--- src/rtl/tch_pkg.sv ---
// Purpose: Constants and carriers for the type-0 configuration header bank
// Assumes: Dword-addressed configuration access, byte enables per lane
// Notes: Offsets are configuration byte addresses of the header dwords
package tch_pkg;

  // ----------------------------------------------------------------
  // Register offsets (byte addresses)
  // ----------------------------------------------------------------
  localparam logic [11:0] TCH_CMD_STAT_OFF = 12'h004;
  localparam logic [11:0] TCH_CLASS_OFF = 12'h008;
  localparam logic [11:0] TCH_MISC_OFF = 12'h00C;

  // ----------------------------------------------------------------
  // Command field positions
  // ----------------------------------------------------------------
  localparam int TCH_CMD_IO_EN = 0;
  localparam int TCH_CMD_MEM_EN = 1;
  localparam int TCH_CMD_MASTER_EN = 2;
  localparam int TCH_CMD_PAR_RESP = 6;
  localparam int TCH_CMD_SYSERR_EN = 8;
  localparam int TCH_CMD_INTX_DIS = 10;
  localparam logic [15:0] TCH_CMD_WMASK = 16'h0543;
  localparam logic [15:0] TCH_CMD_RESET = 16'h0000;

  // ----------------------------------------------------------------
  // Status field positions
  // ----------------------------------------------------------------
  localparam int TCH_ST_INTX = 3;
  localparam int TCH_ST_CAPLIST = 4;
  localparam int TCH_ST_MDPE = 8;
  localparam int TCH_ST_STA = 11;
  localparam int TCH_ST_RTA = 12;
  localparam int TCH_ST_RMA = 13;
  localparam int TCH_ST_SSE = 14;
  localparam int TCH_ST_DPE = 15;
  localparam logic [15:0] TCH_ST_W1C_MASK = 16'hF900;
  localparam logic [15:0] TCH_ST_RESET = 16'h0000;

  // ----------------------------------------------------------------
  // Fixed fields
  // ----------------------------------------------------------------
  localparam logic [23:0] TCH_CLASS_CODE = 24'h070002;
  localparam logic [7:0] TCH_REVISION = 8'h01;  // Arbitrary value
  localparam logic [7:0] TCH_HDR_TYPE = 8'h00;
  localparam logic [7:0] TCH_LAT_TIMER = 8'h00;
  localparam logic [7:0] TCH_CLS_RESET = 8'h00;
  localparam int TCH_ST_SELF_TEST_CONTROL_START = 6;
  localparam int TCH_ST_SELF_TEST_CONTROL_CAPABLE = 7;
  localparam logic TCH_SELF_TEST_CONTROL_IMPL = 1'b1;
  localparam logic [7:0] TCH_SELF_TEST_CONTROL_RESET = 8'h00;
  localparam logic [7:0] TCH_SELF_TEST_CONTROL_CYCLES = 8'h10;

  // ----------------------------------------------------------------
  // Carriers
  // ----------------------------------------------------------------
  typedef struct packed {
    logic rd;
    logic wr;
    logic [11:0] addr;
    logic [3:0] be;
    logic [31:0] wdata;
  } tch_cfg_req_type;

  typedef struct packed {
    logic poisoned_rx;
    logic err_msg_sent;
    logic cpl_ur_rx;
    logic cpl_ca_rx;
    logic ca_sent;
    logic poisoned_cpl_rx;
    logic poisoned_wr_tx;
  } tch_events_type;

  typedef struct packed {
    logic io_en;
    logic mem_en;
    logic par_resp;
    logic syserr_en;
    logic intx_dis;
  } tch_ctrl_type;

endpackage

--- src/rtl/tch_config_header.sv ---
// Purpose: Type-0 configuration header command, status and misc fields
// Assumes: Configuration requests arrive one per cycle on the core clock
// Notes: Read data registered, one cycle after the request
//
// Functional notes
// - Interrupt disable bit 10 blocks new INTx assert messages; resets zero.
// - Outstanding INTx assertion still gets its deassert after disable.
// - Bit 8 enables reporting fatal and non-fatal errors upstream.
// - Bit 6 parity error response, read-write, resets zero.
// - Bus master enable bit 2 always reads zero.
// - Bit 1 clear makes memory requests get Unsupported Request.
// - Bit 0 clear makes IO requests get Unsupported Request.
// - Command bits 9,7,5,4,3 read zero; bits 15 to 11 read-only.
// - Status bit 15 sets on any received poisoned TLP.
// - Status bit 14 sets when error message sent with enable on.
// - Bits 13 and 12 set on received UR and CA completions.
// - Bit 11 sets when function completes with Completer Abort.
// - Bit 8 sets on poisoned completion or write, parity enabled.
// - Status bits 10,9,7,5 zero; bits 6 and 2 to 0 reserved.
// - Status bit 4 always reads one: capability list present.
// - Class code reads 07h, 00h, 02h.
// - Cache line size byte is plain read-write storage.
// - Latency timer reads zero.
// - Header type reads 00h: single function, target layout.
// - SELF_TEST_CONTROL: capable bit, self-clearing start, completion code nibble.
// - Writing one clears a status error flag; zero leaves it.
`timescale 1ns/1ps
module tch_config_header
  import tch_pkg::*;
(
  // Clock and reset
  input wire logic clock,
  input wire logic reset_n,
  // Configuration access
  input wire tch_pkg::tch_cfg_req_type cfg_req,
  output logic [31:0] cfg_rdata,
  output logic cfg_rvalid,
  // Transaction layer events
  input wire tch_pkg::tch_events_type events,
  input wire logic err_detected,
  // Incoming request decode
  input wire logic mem_req,
  input wire logic io_req,
  output logic req_unsupported,
  // Error reporting
  output logic err_msg_req,
  // Legacy interrupt
  input wire logic irq_level,
  input wire logic intx_msg_ready,
  output logic intx_assert_req,
  output logic intx_deassert_req,
  // Self test
  input wire logic self_test_control_done,
  input wire logic [3:0] self_test_control_code,
  output logic self_test_control_start,
  // Control view
  output tch_pkg::tch_ctrl_type ctrl
);

  // ----------------------------------------------------------------
  // Byte-enable write mask
  // ----------------------------------------------------------------
  function automatic logic [31:0] be_mask(input logic [3:0] be);
    logic [31:0] m;
    m = '0;
    for (int i = 0; i < 4; i++)
    begin
      m[i*8 +: 8] = {8{be[i]}};
    end
    return m;
  endfunction

  // ----------------------------------------------------------------
  // State
  // ----------------------------------------------------------------
  typedef struct packed {
    logic [15:0] cmd;
    logic [15:0] status;
    logic [7:0] cache_line;
    logic self_test_control_run;
    logic [7:0] self_test_control_cnt;
    logic [3:0] self_test_control_result;
    logic [31:0] rdata;
    logic rvalid;
  } tch_hdr_state_type;

  tch_hdr_state_type state_reg;
  tch_hdr_state_type state_next;

  logic intx_pending;
  logic [31:0] wmask;
  logic wr_cmd;
  logic wr_misc;
  logic [15:0] st_set;
  logic [15:0] st_clr;
  logic [15:0] cmd_view;
  logic [15:0] st_view;
  logic [7:0] self_test_control_view;

  // ----------------------------------------------------------------
  // Interrupt message sequencer
  // ----------------------------------------------------------------
  tch_intx_ctrl u_intx
  (
    .clock(clock),
    .reset_n(reset_n),
    .intx_dis(state_reg.cmd[TCH_CMD_INTX_DIS]),
    .irq_level(irq_level),
    .msg_ready(intx_msg_ready),
    .assert_req(intx_assert_req),
    .deassert_req(intx_deassert_req),
    .intx_pending(intx_pending)
  );

  // ----------------------------------------------------------------
  // Read views
  // ----------------------------------------------------------------
  always_comb
  begin
    cmd_view = state_reg.cmd & TCH_CMD_WMASK;
    cmd_view[TCH_CMD_MASTER_EN] = 1'b0;
    st_view = state_reg.status & TCH_ST_W1C_MASK;
    st_view[TCH_ST_CAPLIST] = 1'b1;
    st_view[TCH_ST_INTX] = intx_pending;
    self_test_control_view = '0;
    self_test_control_view[TCH_ST_SELF_TEST_CONTROL_CAPABLE] = TCH_SELF_TEST_CONTROL_IMPL;
    self_test_control_view[TCH_ST_SELF_TEST_CONTROL_START] = state_reg.self_test_control_run;
    self_test_control_view[3:0] = state_reg.self_test_control_result;
  end

  // ----------------------------------------------------------------
  // Status event collection
  // ----------------------------------------------------------------
  always_comb
  begin
    st_set = '0;
    st_set[TCH_ST_DPE] = events.poisoned_rx;
    st_set[TCH_ST_SSE] = events.err_msg_sent &&
      state_reg.cmd[TCH_CMD_SYSERR_EN];
    st_set[TCH_ST_RMA] = events.cpl_ur_rx;
    st_set[TCH_ST_RTA] = events.cpl_ca_rx;
    st_set[TCH_ST_STA] = events.ca_sent;
    st_set[TCH_ST_MDPE] = state_reg.cmd[TCH_CMD_PAR_RESP] &&
      (events.poisoned_cpl_rx || events.poisoned_wr_tx);
  end

  // ----------------------------------------------------------------
  // Next state
  // ----------------------------------------------------------------
  always_comb
  begin
    state_next = state_reg;
    wmask = be_mask(cfg_req.be);
    wr_cmd = cfg_req.wr && (cfg_req.addr == TCH_CMD_STAT_OFF);
    wr_misc = cfg_req.wr && (cfg_req.addr == TCH_MISC_OFF);
    st_clr = '0;

    if (wr_cmd)
    begin
      state_next.cmd = (state_reg.cmd & ~(wmask[15:0] & TCH_CMD_WMASK)) |
        (cfg_req.wdata[15:0] & wmask[15:0] & TCH_CMD_WMASK);
      st_clr = cfg_req.wdata[31:16] & wmask[31:16] &
        TCH_ST_W1C_MASK;
    end
    // Set wins over clear
    state_next.status = ((state_reg.status & ~st_clr) | st_set) &
      TCH_ST_W1C_MASK;

    if (wr_misc && cfg_req.be[0])
    begin
      state_next.cache_line = cfg_req.wdata[7:0];
    end

    // Self test start and self-clear
    if (state_reg.self_test_control_run)
    begin
      if (self_test_control_done)
      begin
        state_next.self_test_control_run = 1'b0;
        state_next.self_test_control_result = self_test_control_code;
      end
    end
    else if (wr_misc && cfg_req.be[3] &&
      cfg_req.wdata[24 + TCH_ST_SELF_TEST_CONTROL_START] && TCH_SELF_TEST_CONTROL_IMPL)
    begin
      state_next.self_test_control_run = 1'b1;
      state_next.self_test_control_result = '0;
    end
    state_next.self_test_control_cnt = '0;

    // Registered read data
    state_next.rvalid = cfg_req.rd;
    state_next.rdata = '0;
    if (cfg_req.rd)
    begin
      case (cfg_req.addr)
        TCH_CMD_STAT_OFF: state_next.rdata = {st_view, cmd_view};
        TCH_CLASS_OFF: state_next.rdata = {TCH_CLASS_CODE,
          TCH_REVISION};
        TCH_MISC_OFF: state_next.rdata = {self_test_control_view, TCH_HDR_TYPE,
          TCH_LAT_TIMER, state_reg.cache_line};
        default: state_next.rdata = '0;
      endcase
    end
  end

  always_ff @(posedge clock)
  begin
    if (!reset_n)
    begin
      state_reg.cmd <= TCH_CMD_RESET;
      state_reg.status <= TCH_ST_RESET;
      state_reg.cache_line <= TCH_CLS_RESET;
      state_reg.self_test_control_run <= 1'b0;
      state_reg.self_test_control_cnt <= '0;
      state_reg.self_test_control_result <= '0;
      state_reg.rdata <= '0;
      state_reg.rvalid <= 1'b0;
    end
    else
    begin
      state_reg <= state_next;
    end
  end

  // ----------------------------------------------------------------
  // Outputs
  // ----------------------------------------------------------------
  assign cfg_rdata = state_reg.rdata;
  assign cfg_rvalid = state_reg.rvalid;
  assign req_unsupported = (mem_req && !state_reg.cmd[TCH_CMD_MEM_EN]) ||
    (io_req && !state_reg.cmd[TCH_CMD_IO_EN]);
  assign err_msg_req = err_detected &&
    state_reg.cmd[TCH_CMD_SYSERR_EN];
  assign self_test_control_start = state_reg.self_test_control_run;
  assign ctrl.io_en = state_reg.cmd[TCH_CMD_IO_EN];
  assign ctrl.mem_en = state_reg.cmd[TCH_CMD_MEM_EN];
  assign ctrl.par_resp = state_reg.cmd[TCH_CMD_PAR_RESP];
  assign ctrl.syserr_en = state_reg.cmd[TCH_CMD_SYSERR_EN];
  assign ctrl.intx_dis = state_reg.cmd[TCH_CMD_INTX_DIS];

endmodule

--- src/rtl/tch_intx_ctrl.sv ---
// Purpose: Legacy INTx assert/deassert message sequencing
// Assumes: Message port accepts one request per cycle when ready
// Notes: Tracks one outstanding assertion
`timescale 1ns/1ps
module tch_intx_ctrl
  import tch_pkg::*;
(
  // Clock and reset
  input wire logic clock,
  input wire logic reset_n,
  // Control
  input wire logic intx_dis,
  input wire logic irq_level,
  // Message port
  input wire logic msg_ready,
  output logic assert_req,
  output logic deassert_req,
  // Status
  output logic intx_pending
);

  // ----------------------------------------------------------------
  // State
  // ----------------------------------------------------------------
  typedef struct packed {
    logic pending;
  } tch_intx_state_type;

  tch_intx_state_type state_reg;
  tch_intx_state_type state_next;

  always_comb
  begin
    state_next = state_reg;
    assert_req = 1'b0;
    deassert_req = 1'b0;
    if (!state_reg.pending)
    begin
      assert_req = irq_level && !intx_dis;
      if (assert_req && msg_ready)
      begin
        state_next.pending = 1'b1;
      end
    end
    else
    begin
      deassert_req = !irq_level || intx_dis;
      if (deassert_req && msg_ready)
      begin
        state_next.pending = 1'b0;
      end
    end
  end

  always_ff @(posedge clock)
  begin
    if (!reset_n)
    begin
      state_reg <= '0;
    end
    else
    begin
      state_reg <= state_next;
    end
  end

  assign intx_pending = state_reg.pending;

endmodule

--- config.mk ---
export PLATFORM = sky130hd
export DESIGN_NAME = tch_config_header
export DESIGN_NICKNAME = d
export VERILOG_FILES = /design/src/rtl/tch_pkg.sv /design/src/rtl/tch_config_header.sv /design/src/rtl/tch_intx_ctrl.sv
export SDC_FILE = /design/constraint.sdc
export NUM_CORES = 1
export LEC_CHECK = 0
export ABC_CLOCK_PERIOD_IN_PS = 2040
export BUFFER_PORTS_ARGS = -buffer_cell sky130_fd_sc_hd__buf_2
export CORE_MARGIN = 1.5
export CORE_UTILIZATION = 40
export DETAILED_ROUTE_END_ITERATION = 10
export PLACE_DENSITY_LB_ADDON = 0.3
export SETUP_SLACK_MARGIN = 0.02
export SLEW_MARGIN = 20
export SYNTH_ARGS = -nofsm -noshare
export SYNTH_HDL_FRONTEND = slang
export SYNTH_HIERARCHICAL = 1
export SYNTH_SLANG_ARGS = --single-unit
--- constraint.sdc ---
create_clock -name clock -period 2.04 [get_ports clock]
set_clock_uncertainty 0.05 [all_clocks]
set_input_delay 0.408 -clock clock [delete_from_list [all_inputs] [get_ports clock]]
set_output_delay 0.408 -clock clock [all_outputs]
set_load 0.01 [all_outputs]
Word-level counts from Yosys, hierarchy flattened
Index checks and enable logic that the tools add are counted. Widths: inputs -> output; s select.

Bitwise operators: 8. Reductions and logical operators: 23. Mux-type cells: 13. Equality and inequality tests: 4.

Operators by type and width (count): $pmux 32 s3 (1); $and 16x16->16 (3); $eq 12x4->1 const B (2); $mux 16 (1); $not 11->16 (1); $not 16->16 (1); $or 16x11->16 (1); $or 16x16->16 (1); $logic_and 1x1->1 (13); $eq 12x3->1 const B (1); $mux 4 (3); $and 11x11->11 (1); $mux 1 (8); $logic_not 1->1 (4); $reduce_and 2->1 (2); $logic_or 1x1->1 (3); $ne 2x2->1 const B (1); $reduce_bool 2->1 (1).

Bits of input ports: 69. Output and inout port bits: 43. Flip-flop bits (word level): 79. Logic and storage cells: 57.

Longest topological paths before layout
Gate-level depths: netlist of the first run.

Word-level depth: 6. Mapped depth: 7. Depth with buffers taken out: 4.

Modules after synthesis
Netlist of the first run, hierarchy kept.

By module, submodules not included: tch_config_header (cells each 219, times used 1, sequential area each 920.9 µm², area an instance 2006.9 µm²); tch_intx_ctrl (cells each 7, times used 1, sequential area each 20.0 µm², area an instance 66.3 µm²).

Worst setup path before layout of the first run
Ideal clock, no wire load.

Path kind: input -> register. Start point: input cfg_req[43] in the netlist's numbering. End point: register (tool-made name). Data required time: 1871 ps. Setup time: 119 ps. Path buffers: 1. Slack: 386 ps. Stages on the path: 5. Data arrival time: 1486 ps. Cells stage by stage: nor4_4 > nand2_2 > or3_1 > buf_2 > mux2i_1.

RTL lines: from (decl) (RTL line tch_config_header.sv:35) `input wire tch_pkg::tch_cfg_req_type cfg_req,`.

==> flow_summary_export.csv, run 1 <==
group,metric,value,unit
outcome,outcome,"complete, no violations",
critical_path,required,2180,ps
yosys,yosys_warnings,6,
yosys,synth_area,2070,um2
final_layout,final_area,2480,um2
flow_run,drv_cap,0,
placed_design,dp_hpwl,3.26,mm
timing,hold_violations,0,
detailed_routing,wl_per_cell,11.6,um
final_layout,register_area,941,um2
critical_path,rrSetupSlack,920,ps
final_layout,multiInputGateArea,815,um2
hold_path,hold_path.class,"primary input to flop",
critical_path,worstPathMaxFanout,6,
grt,grt_usage,0.158,
yosys,ys_seq_area_frac,0.454,
critical_path,crit_family,"simple AND/OR/NAND/NOR gates",
clock_tree,h-tree-depth,2,
power,power.net_switching,0.000379,W
final_layout,fillCellCount,494,
final_layout,diodes,0,
clock_tree,cts-resized-gates,0,
power,combPwrFrac,0.071,
power,p_seq_frac,0.528,
power,clkPwrFrac,0.401,
yosys,synth_cells,226,
final_layout,syn_to_final_growth,19.7,%
placed_design,port_buffers,83,
timing,fmax,626,MHz
placed_design,place_area,2360,um2
clock_tree,clockRootBuffer,"clkbuf_8",
timing,finalCritPeriodShare,0.783,
timing,min_period,1600,ps
clock_tree,clock_path_buffers,2,
critical_path,r2r-end,"self_test_control_view[3]",
detailed_routing,drtAntennaViolNets,0,
detailed_routing,drc,0,
grt,grt_pass1_wl,6.50,mm
timing,finalSetupViolCount,0,
critical_path,cp_slowest_cell,"or3_1",
floorplanning,die_h,75.0,um
hold_path,whs_path_depth,2,
grt,gr-total-overflow,0,
yosys,synth_seq_cells,47,
floorplanning,start_util,0.411,
critical_path,endpoint_kind,"flop",
detailed_routing,wl,4.16,mm
placed_design,gp_congestion,0.780,
final_layout,layout_common_cells,"83 x buf_2, 47 x dfxtp_1, 35 x nand2_1",
power,ir_drop,0.268,mV
hold_path,hp-start,"cfg_req[27]",
clock_tree,clock_latency,300,ps
clock_tree,clock-sinks,47,
final_layout,drive_gt1_frac,0.377,
final_layout,final_common_cell,"buf_2",
critical_path,critPathKind,"primary input to flop",
yosys,async_flop_share,0,
clock_tree,cts_buffers,5,
clock_tree,clk_pin_slew,90,ps
clock_tree,post_cts_buffers,0,
yosys,synth_cell_types,35,
critical_path,timing.rr.start,"self_test_control_start",
power,internal-power,0.00138,W
power,power.density,708,nW/um2
floorplanning,core.rowCount,26,
clock_tree,cts_hold_repair.buffers,0,
floorplanning,die_area,5620,um2
detailed_routing,vias,1606,
clock_tree,cts_tree,"done",
yosys,ys.flop_type,"dfxtp_1",
detailed_routing,first_iter_violations,37,
critical_path,cp.arrival,1740,ps
hold_path,hold_end,"st_view[11]",
grt,grt_pass1_vias,1456,
grt,antenna_found_initial,0,
final_layout,nNetsFinal,357,
critical_path,cpPeakStageDelay,460,ps
grt,grt_max_degree,23,
floorplanning,boundaryPins,112,
critical_path,cp_num_buf_inv,1,
floorplanning,core_area,5040,um2
yosys,synth_edf_count,0,
timing,drv_slew,0,
timing,timing.setup.tns,0,ps
critical_path,r2r_cells,3,
power,power.leakage,1.21,nW
detailed_routing,drt_first_pass_iters,4,
detailed_routing,routed_via_density,4.47,
yosys,avgSynthCellArea,9.17,um2
floorplanning,fp.dieW,75.0,um
critical_path,path_cells,"buf_2, nor4_4, nand2_2, or3_1, mux2i_1",
power,p_sw_frac,0.216,
critical_path,startpoint_type,"primary input",
timing,grt_setup_unrepaired,"false",
-- cell families after synthesis --
group,count (synthesis),share of synthesized area
mux,13,0.0628
compound gates,31,0.0996
simple gates,79,0.211
other cells,1,0.00181
flops,47,0.454
buf+inv,55,0.171
-- cells in the mapped netlist, drive strengths merged (5+ instances only) --
library cell / count / area (um2)
dfxtp: 47 / 941
buf: 43 / 310
nand2: 36 / 138
mux2i: 13 / 130
and2: 9 / 58.8
and3: 9 / 58.8
inv: 9 / 33.8
o21ai: 8 / 43.8
nor2: 7 / 26.3
a31oi: 6 / 37.5
nand3: 6 / 30.0
a21oi: 5 / 25.0
a22o: 5 / 43.8
-- cell type report --
class / count / share of cell area
repair buffers: 91 / 0.197
multi-input cells: 134 / 0.328
flip-flops and latches: 47 / 0.379
clock buffers: 6 / 0.0333
clock inverters: 2 / 0.0141
inverters: 9 / 0.0136
well taps: 70 / 0.0353
-- stage by stage --
stage	worst slack [ps]	hold WS [ps]	std cells	total power [W]	util
floorplan	386	374	236	0.00102	-
global placement	143	386	351	0.00107	0.469
detailed placement	126	392	351	0.00107	0.469
CTS	441	215	359	0.00177	0.492
global route	356	218	359	0.00183	0.492
finish	443	225	359	0.00176	0.492
-- power groups by stage --
stage | Sequential [W] | Combinational [W] | Clock [W]
after floorplan | 0.000949 | 0.0000688 | 0
after global placement | 0.000950 | 0.000123 | 0
after detailed placement | 0.000950 | 0.000125 | 0
after CTS | 0.000928 | 0.000125 | 0.000721
after global routing | 0.000929 | 0.000142 | 0.000756
final | 0.000928 | 0.000125 | 0.000704
-- worst register-to-register path, delay by kind of cell, from the launching register on --
| kind | cells | cell delay (ps) |
|---|---|---|
| flip-flops | 1 | 410 |
| AO/OA/AOI/OAI | 2 | 530 |
| AND/OR/NAND/NOR | 1 | 80 |
-- routing by layer --
metal | part of all wire | track usage | vias up
li1 | - | - | 833
met1 | 0.42 | 0.182 | 710
met2 | 0.49 | 0.260 | 54
met3 | 0.064 | 0.0388 | 9
met4 | 0.030 | 0.107 | 0
met5 | 0 | 0 | -
-- worst max path at each step --
stage                 from   end  slack (ps)  cells past startpoint
6_report       cfg_req[43]  flop         440                      5
5_1_grt        cfg_req[43]  flop         360                      5
4_1_cts        cfg_req[43]  flop         440                      5
3_5_place_dp   cfg_req[43]  flop         130                      5
3_3_place_gp   cfg_req[43]  flop         140                      5
2_1_floorplan  cfg_req[43]  flop         390                      5
Power figures use the tool's default switching activity.
==> run 2: changes to the inputs <==
ABC_CLOCK_PERIOD_IN_PS = 1400   (was 2040)
clock period = 1.4 ns   (was 2.04 ns; I/O delays follow)
==> flow_summary_export.csv, run 2 (synthesis results as in run 1) <==
group,metric,value,unit
power,clkPwrFrac,0.355,
placed_design,dp_hpwl,3.27,mm
power,power.density,931,nW/um2
critical_path,endpoint_kind,"primary output",
power,combPwrFrac,0.085,
grt,grt_usage,0.153,
timing,finalCritPeriodShare,0.963,
final_layout,drive_gt1_frac,0.406,
clock_tree,clk_pin_slew,90,ps
clock_tree,clock_path_buffers,2,
final_layout,final_common_cell,"buf_2",
power,internal-power,0.00185,W
clock_tree,cts_tree,"done",
critical_path,path_cells,"nand2b_4, and2_4, buf_6",
critical_path,timing.rr.start,"self_test_control_start",
placed_design,gp_congestion,0.762,
timing,fmax,741,MHz
critical_path,cpPeakStageDelay,330,ps
power,ir_drop,0.387,mV
detailed_routing,drt_first_pass_iters,4,
outcome,outcome,"complete, no violations",
final_layout,layout_common_cells,"79 x buf_2, 46 x dfxtp_1, 35 x nand2_1",
clock_tree,h-tree-depth,2,
floorplanning,die_h,75.0,um
hold_path,hold_path.class,"primary input to flop",
final_layout,nNetsFinal,366,
placed_design,port_buffers,83,
power,p_sw_frac,0.232,
timing,min_period,1350,ps
clock_tree,clock_latency,300,ps
grt,grt_max_degree,20,
grt,gr-total-overflow,0,
power,power.net_switching,0.000561,W
final_layout,final_area,2590,um2
hold_path,hp-start,"cfg_req[24]",
floorplanning,core_area,5040,um2
power,p_seq_frac,0.561,
critical_path,rrSetupSlack,260,ps
critical_path,cp_slowest_cell,"dfxtp_2",
detailed_routing,routed_via_density,4.51,
critical_path,worstPathMaxFanout,3,
timing,hold_slack,97.3,ps
timing,grt_setup_unrepaired,"true",
floorplanning,core.rowCount,26,
grt,antenna_found_initial,0,
grt,grt_pass1_wl,6.42,mm
hold_path,whs_path_depth,2,
clock_tree,cts_buffers,5,
floorplanning,fp.dieW,75.0,um
placed_design,place_ws,-240,ps
floorplanning,die_area,5620,um2
detailed_routing,wl,4.27,mm
placed_design,place_inst,358,
clock_tree,clockRootBuffer,"clkbuf_8",
final_layout,syn_to_final_growth,25.0,%
timing,hold_violations,0,
detailed_routing,drtAntennaViolNets,0,
floorplanning,start_util,0.411,
detailed_routing,vias,1660,
power,power.leakage,1.25,nW
timing,finalWorstSetupSlack,51.2,ps
final_layout,fillCellCount,468,
critical_path,r2r_cells,3,
grt,grt_pass1_vias,1403,
final_layout,final_cells,368,
critical_path,startpoint_type,"flop",
timing,finalSetupViolCount,0,
final_layout,diodes,0,
floorplanning,boundaryPins,112,
power,power,0.00241,W
detailed_routing,drc,0,
critical_path,required,1070,ps
critical_path,r2r-end,"self_test_control_view[2]",
detailed_routing,wl_per_cell,11.6,um
flow_run,drv_cap,0,
critical_path,cp.arrival,1020,ps
placed_design,place_area,2450,um2
timing,drv_slew,0,
detailed_routing,first_iter_violations,71,
hold_path,hold_end,"st_view[8]",
critical_path,critPathKind,"flop to primary output",
clock_tree,clock-sinks,47,
-- run 2: critical path: cells and delay by family, from the launching register on --
| kind | cells | cell delay (ps) |
|---|---|---|
| flip-flops | 1 | 330 |
| AND/OR/NAND/NOR | 2 | 270 |
| buffers and inverters | 1 | 110 |
-- run 2: how the worst max path moves through the flow --
| stage | start | endpoint | slack [ps] | cells past startpoint |
|---|---|---|---|---|
| 4_1_cts | flop | intx_deassert_req | 30 | 3 |
| 5_1_grt | cfg_req[47] | flop | -9 | 7 |
| 6_report | flop | intx_deassert_req | 50 | 3 |
| 3_5_place_dp | cfg_req[44] | state_reg[49] | -240 | 7 |
| 2_1_floorplan | cfg_req[44] | flop | -90 | 5 |
| 3_3_place_gp | cfg_req[40] | flop | -200 | 5 |
-- run 2: final cells by class --
cell class              instances  area [um2]  share of cell area
clock buffers                   7        86.3              0.0333
clock inverters                 1        8.76             0.00338
inverters                       9        33.8              0.0130
multi-input cells             134         837               0.323
flip-flops and latches         47         942               0.363
well taps                      70        87.6              0.0338
repair buffers                100         597               0.230
-- run 2: power by group through the flow --
stage / sequential (W) / combinational, W / clock (W)
after global routing: 0.00135 / 0.000226 / 0.000928
after global placement: 0.00138 / 0.000193 / 0
after floorplan: 0.00138 / 0.000106 / 0
after CTS: 0.00135 / 0.000198 / 0.000876
after detailed placement: 0.00138 / 0.000196 / 0
final: 0.00135 / 0.000204 / 0.000856
-- run 2: layer usage --
metal,vias up,track usage,share of wire
met5,-,0,0
met4,0,0.0586,0.015
met3,6,0.0348,0.068
met2,61,0.251,0.46
met1,739,0.196,0.46
li1,854,-,-
-- run 2: what timing repair did --
action,in CTS,in global routing
setup endpoints to repair,1,20
hold buffers,0,0
pin swaps,1,2
gates resized for setup,2,4
buffers inserted,1,1
-- run 2: stage by stage --
step | util | setup TNS (ps)
3_3_place_gp | 0.486 | -6000
3_5_place_dp | 0.486 | -6940
6_report | 0.514 | 0
2_1_floorplan | - | -936
5_1_grt | 0.514 | -25.2
4_1_cts | 0.508 | 0
==> run 3: changes to the inputs <==
PLACE_DENSITY = 0.76   (was default)
PLACE_DENSITY_LB_ADDON = default   (was 0.3)
TNS_END_PERCENT = 1   (was default)
==> flow_summary_export.csv, run 3 (synthesis results as in run 1) <==
group,metric,value,unit
grt,antenna_found_initial,0,
hold_path,hp-start,"cfg_req[29]",
floorplanning,core_area,5040,um2
power,power.leakage,1.25,nW
placed_design,port_buffers,83,
detailed_routing,wl,4.42,mm
critical_path,required,1070,ps
timing,finalCritPeriodShare,0.975,
timing,finalWorstSetupSlack,34.9,ps
critical_path,r2r_cells,3,
floorplanning,die_area,5620,um2
grt,gr-total-overflow,0,
floorplanning,core.rowCount,26,
clock_tree,clock-sinks,47,
power,ir_drop,0.363,mV
critical_path,crit_family,"flip-flops",
timing,hold_violations,0,
grt,grt_pass1_wl,6.89,mm
critical_path,cpPeakStageDelay,330,ps
critical_path,endpoint_kind,"primary output",
timing,min_period,1370,ps
floorplanning,boundaryPins,112,
critical_path,worstPathMaxFanout,3,
clock_tree,h-tree-depth,2,
final_layout,drive_gt1_frac,0.397,
clock_tree,clock_latency,290,ps
detailed_routing,drt_first_pass_iters,4,
clock_tree,clockRootBuffer,"clkbuf_8",
placed_design,place_ws,-280,ps
floorplanning,start_util,0.411,
critical_path,cp_num_buf_inv,1,
critical_path,timing.rr.start,"self_test_control_start",
critical_path,startpoint_type,"flop",
hold_path,hold_end,"st_view[13]",
placed_design,gp_congestion,0.826,
placed_design,dp_hpwl,3.40,mm
critical_path,rrSetupSlack,280,ps
detailed_routing,first_iter_violations,81,
critical_path,cp.arrival,1040,ps
hold_path,whs_path_depth,2,
final_layout,diodes,0,
critical_path,cp_slowest_cell,"dfxtp_2",
detailed_routing,routed_via_density,4.50,
final_layout,layout_common_cells,"81 x buf_2, 46 x dfxtp_1, 35 x nand2_1",
clock_tree,clk_pin_slew,80,ps
clock_tree,cts_tree,"done",
clock_tree,clock_path_buffers,2,
floorplanning,die_h,75.0,um
critical_path,critPathKind,"flop to primary output",
detailed_routing,vias,1653,
timing,finalSetupViolCount,0,
timing,fmax,733,MHz
grt,grt_pass1_vias,1538,
detailed_routing,drc,0,
outcome,outcome,"complete, no violations",
clock_tree,cts_buffers,5,
power,power.density,949,nW/um2
timing,drv_slew,0,
flow_run,drv_cap,0,
final_layout,final_common_cell,"buf_2",
timing,grt_setup_unrepaired,"true",
hold_path,hold_path.class,"primary input to flop",
final_layout,syn_to_final_growth,22.7,%
detailed_routing,wl_per_cell,12.0,um
final_layout,post-route-util,0.504,
final_layout,nNetsFinal,365,
critical_path,path_cells,"nand2b_4, and2_4, buf_6",
critical_path,r2r-end,"self_test_control_view[1]",
detailed_routing,drtAntennaViolNets,0,
grt,grt_max_degree,19,
grt,grt_usage,0.167,
floorplanning,fp.dieW,75.0,um
-- run 3: routing by layer --
metal	wire, um	track usage
met5	0	0
met4	72	0.0626
met3	333	0.0549
met2	2100	0.275
met1	1910	0.202
-- run 3: worst max path at each step --
stage,end,cells after the start
6_report,intx_deassert_req,3
5_1_grt,intx_deassert_req,3
4_1_cts,intx_deassert_req,3
3_5_place_dp,flop,5
3_3_place_gp,flop,5
2_1_floorplan,flop,5
-- run 3: layout make-up --
type / instances / area, um2
tap: 70 / 87.6
clock buffer: 8 / 100
inverter: 9 / 33.8
timing repair buffer: 99 / 561
multi-input combinational: 134 / 820
fill: 507 / 2500
sequential: 47 / 942
-- run 3: through the flow --
| step | total power [W] | area (um2) | setup TNS (ps) | hold WS (ps) | cells |
|---|---|---|---|---|---|
| after floorplan | 0.00148 | 2110 | -1520 | 302 | 236 |
| after global placement | 0.00157 | 2410 | -5990 | 378 | 357 |
| after detailed placement | 0.00157 | 2410 | -7080 | 386 | 357 |
| after CTS | 0.00245 | 2520 | 0 | 91.8 | 366 |
| after global routing | 0.00253 | 2540 | -5.10 | 95.1 | 367 |
| final | 0.00241 | 2540 | 0 | 105 | 367 |
-- run 3: where the power goes --
part	internal, W	switching (W)
Combinational	0.0000934	0.000102
Clock	0.000451	0.000414
Sequential	0.00135	0.00000637
-- run 3: timing repair --
item / CTS / global route
resized for setup: 2 / 3
hold buffers: 0 / 0
setup buffers: 1 / 1
gates cloned: 0 / 0
endpoints found under the setup margin: 1 / 15
pin swaps: 0 / 2
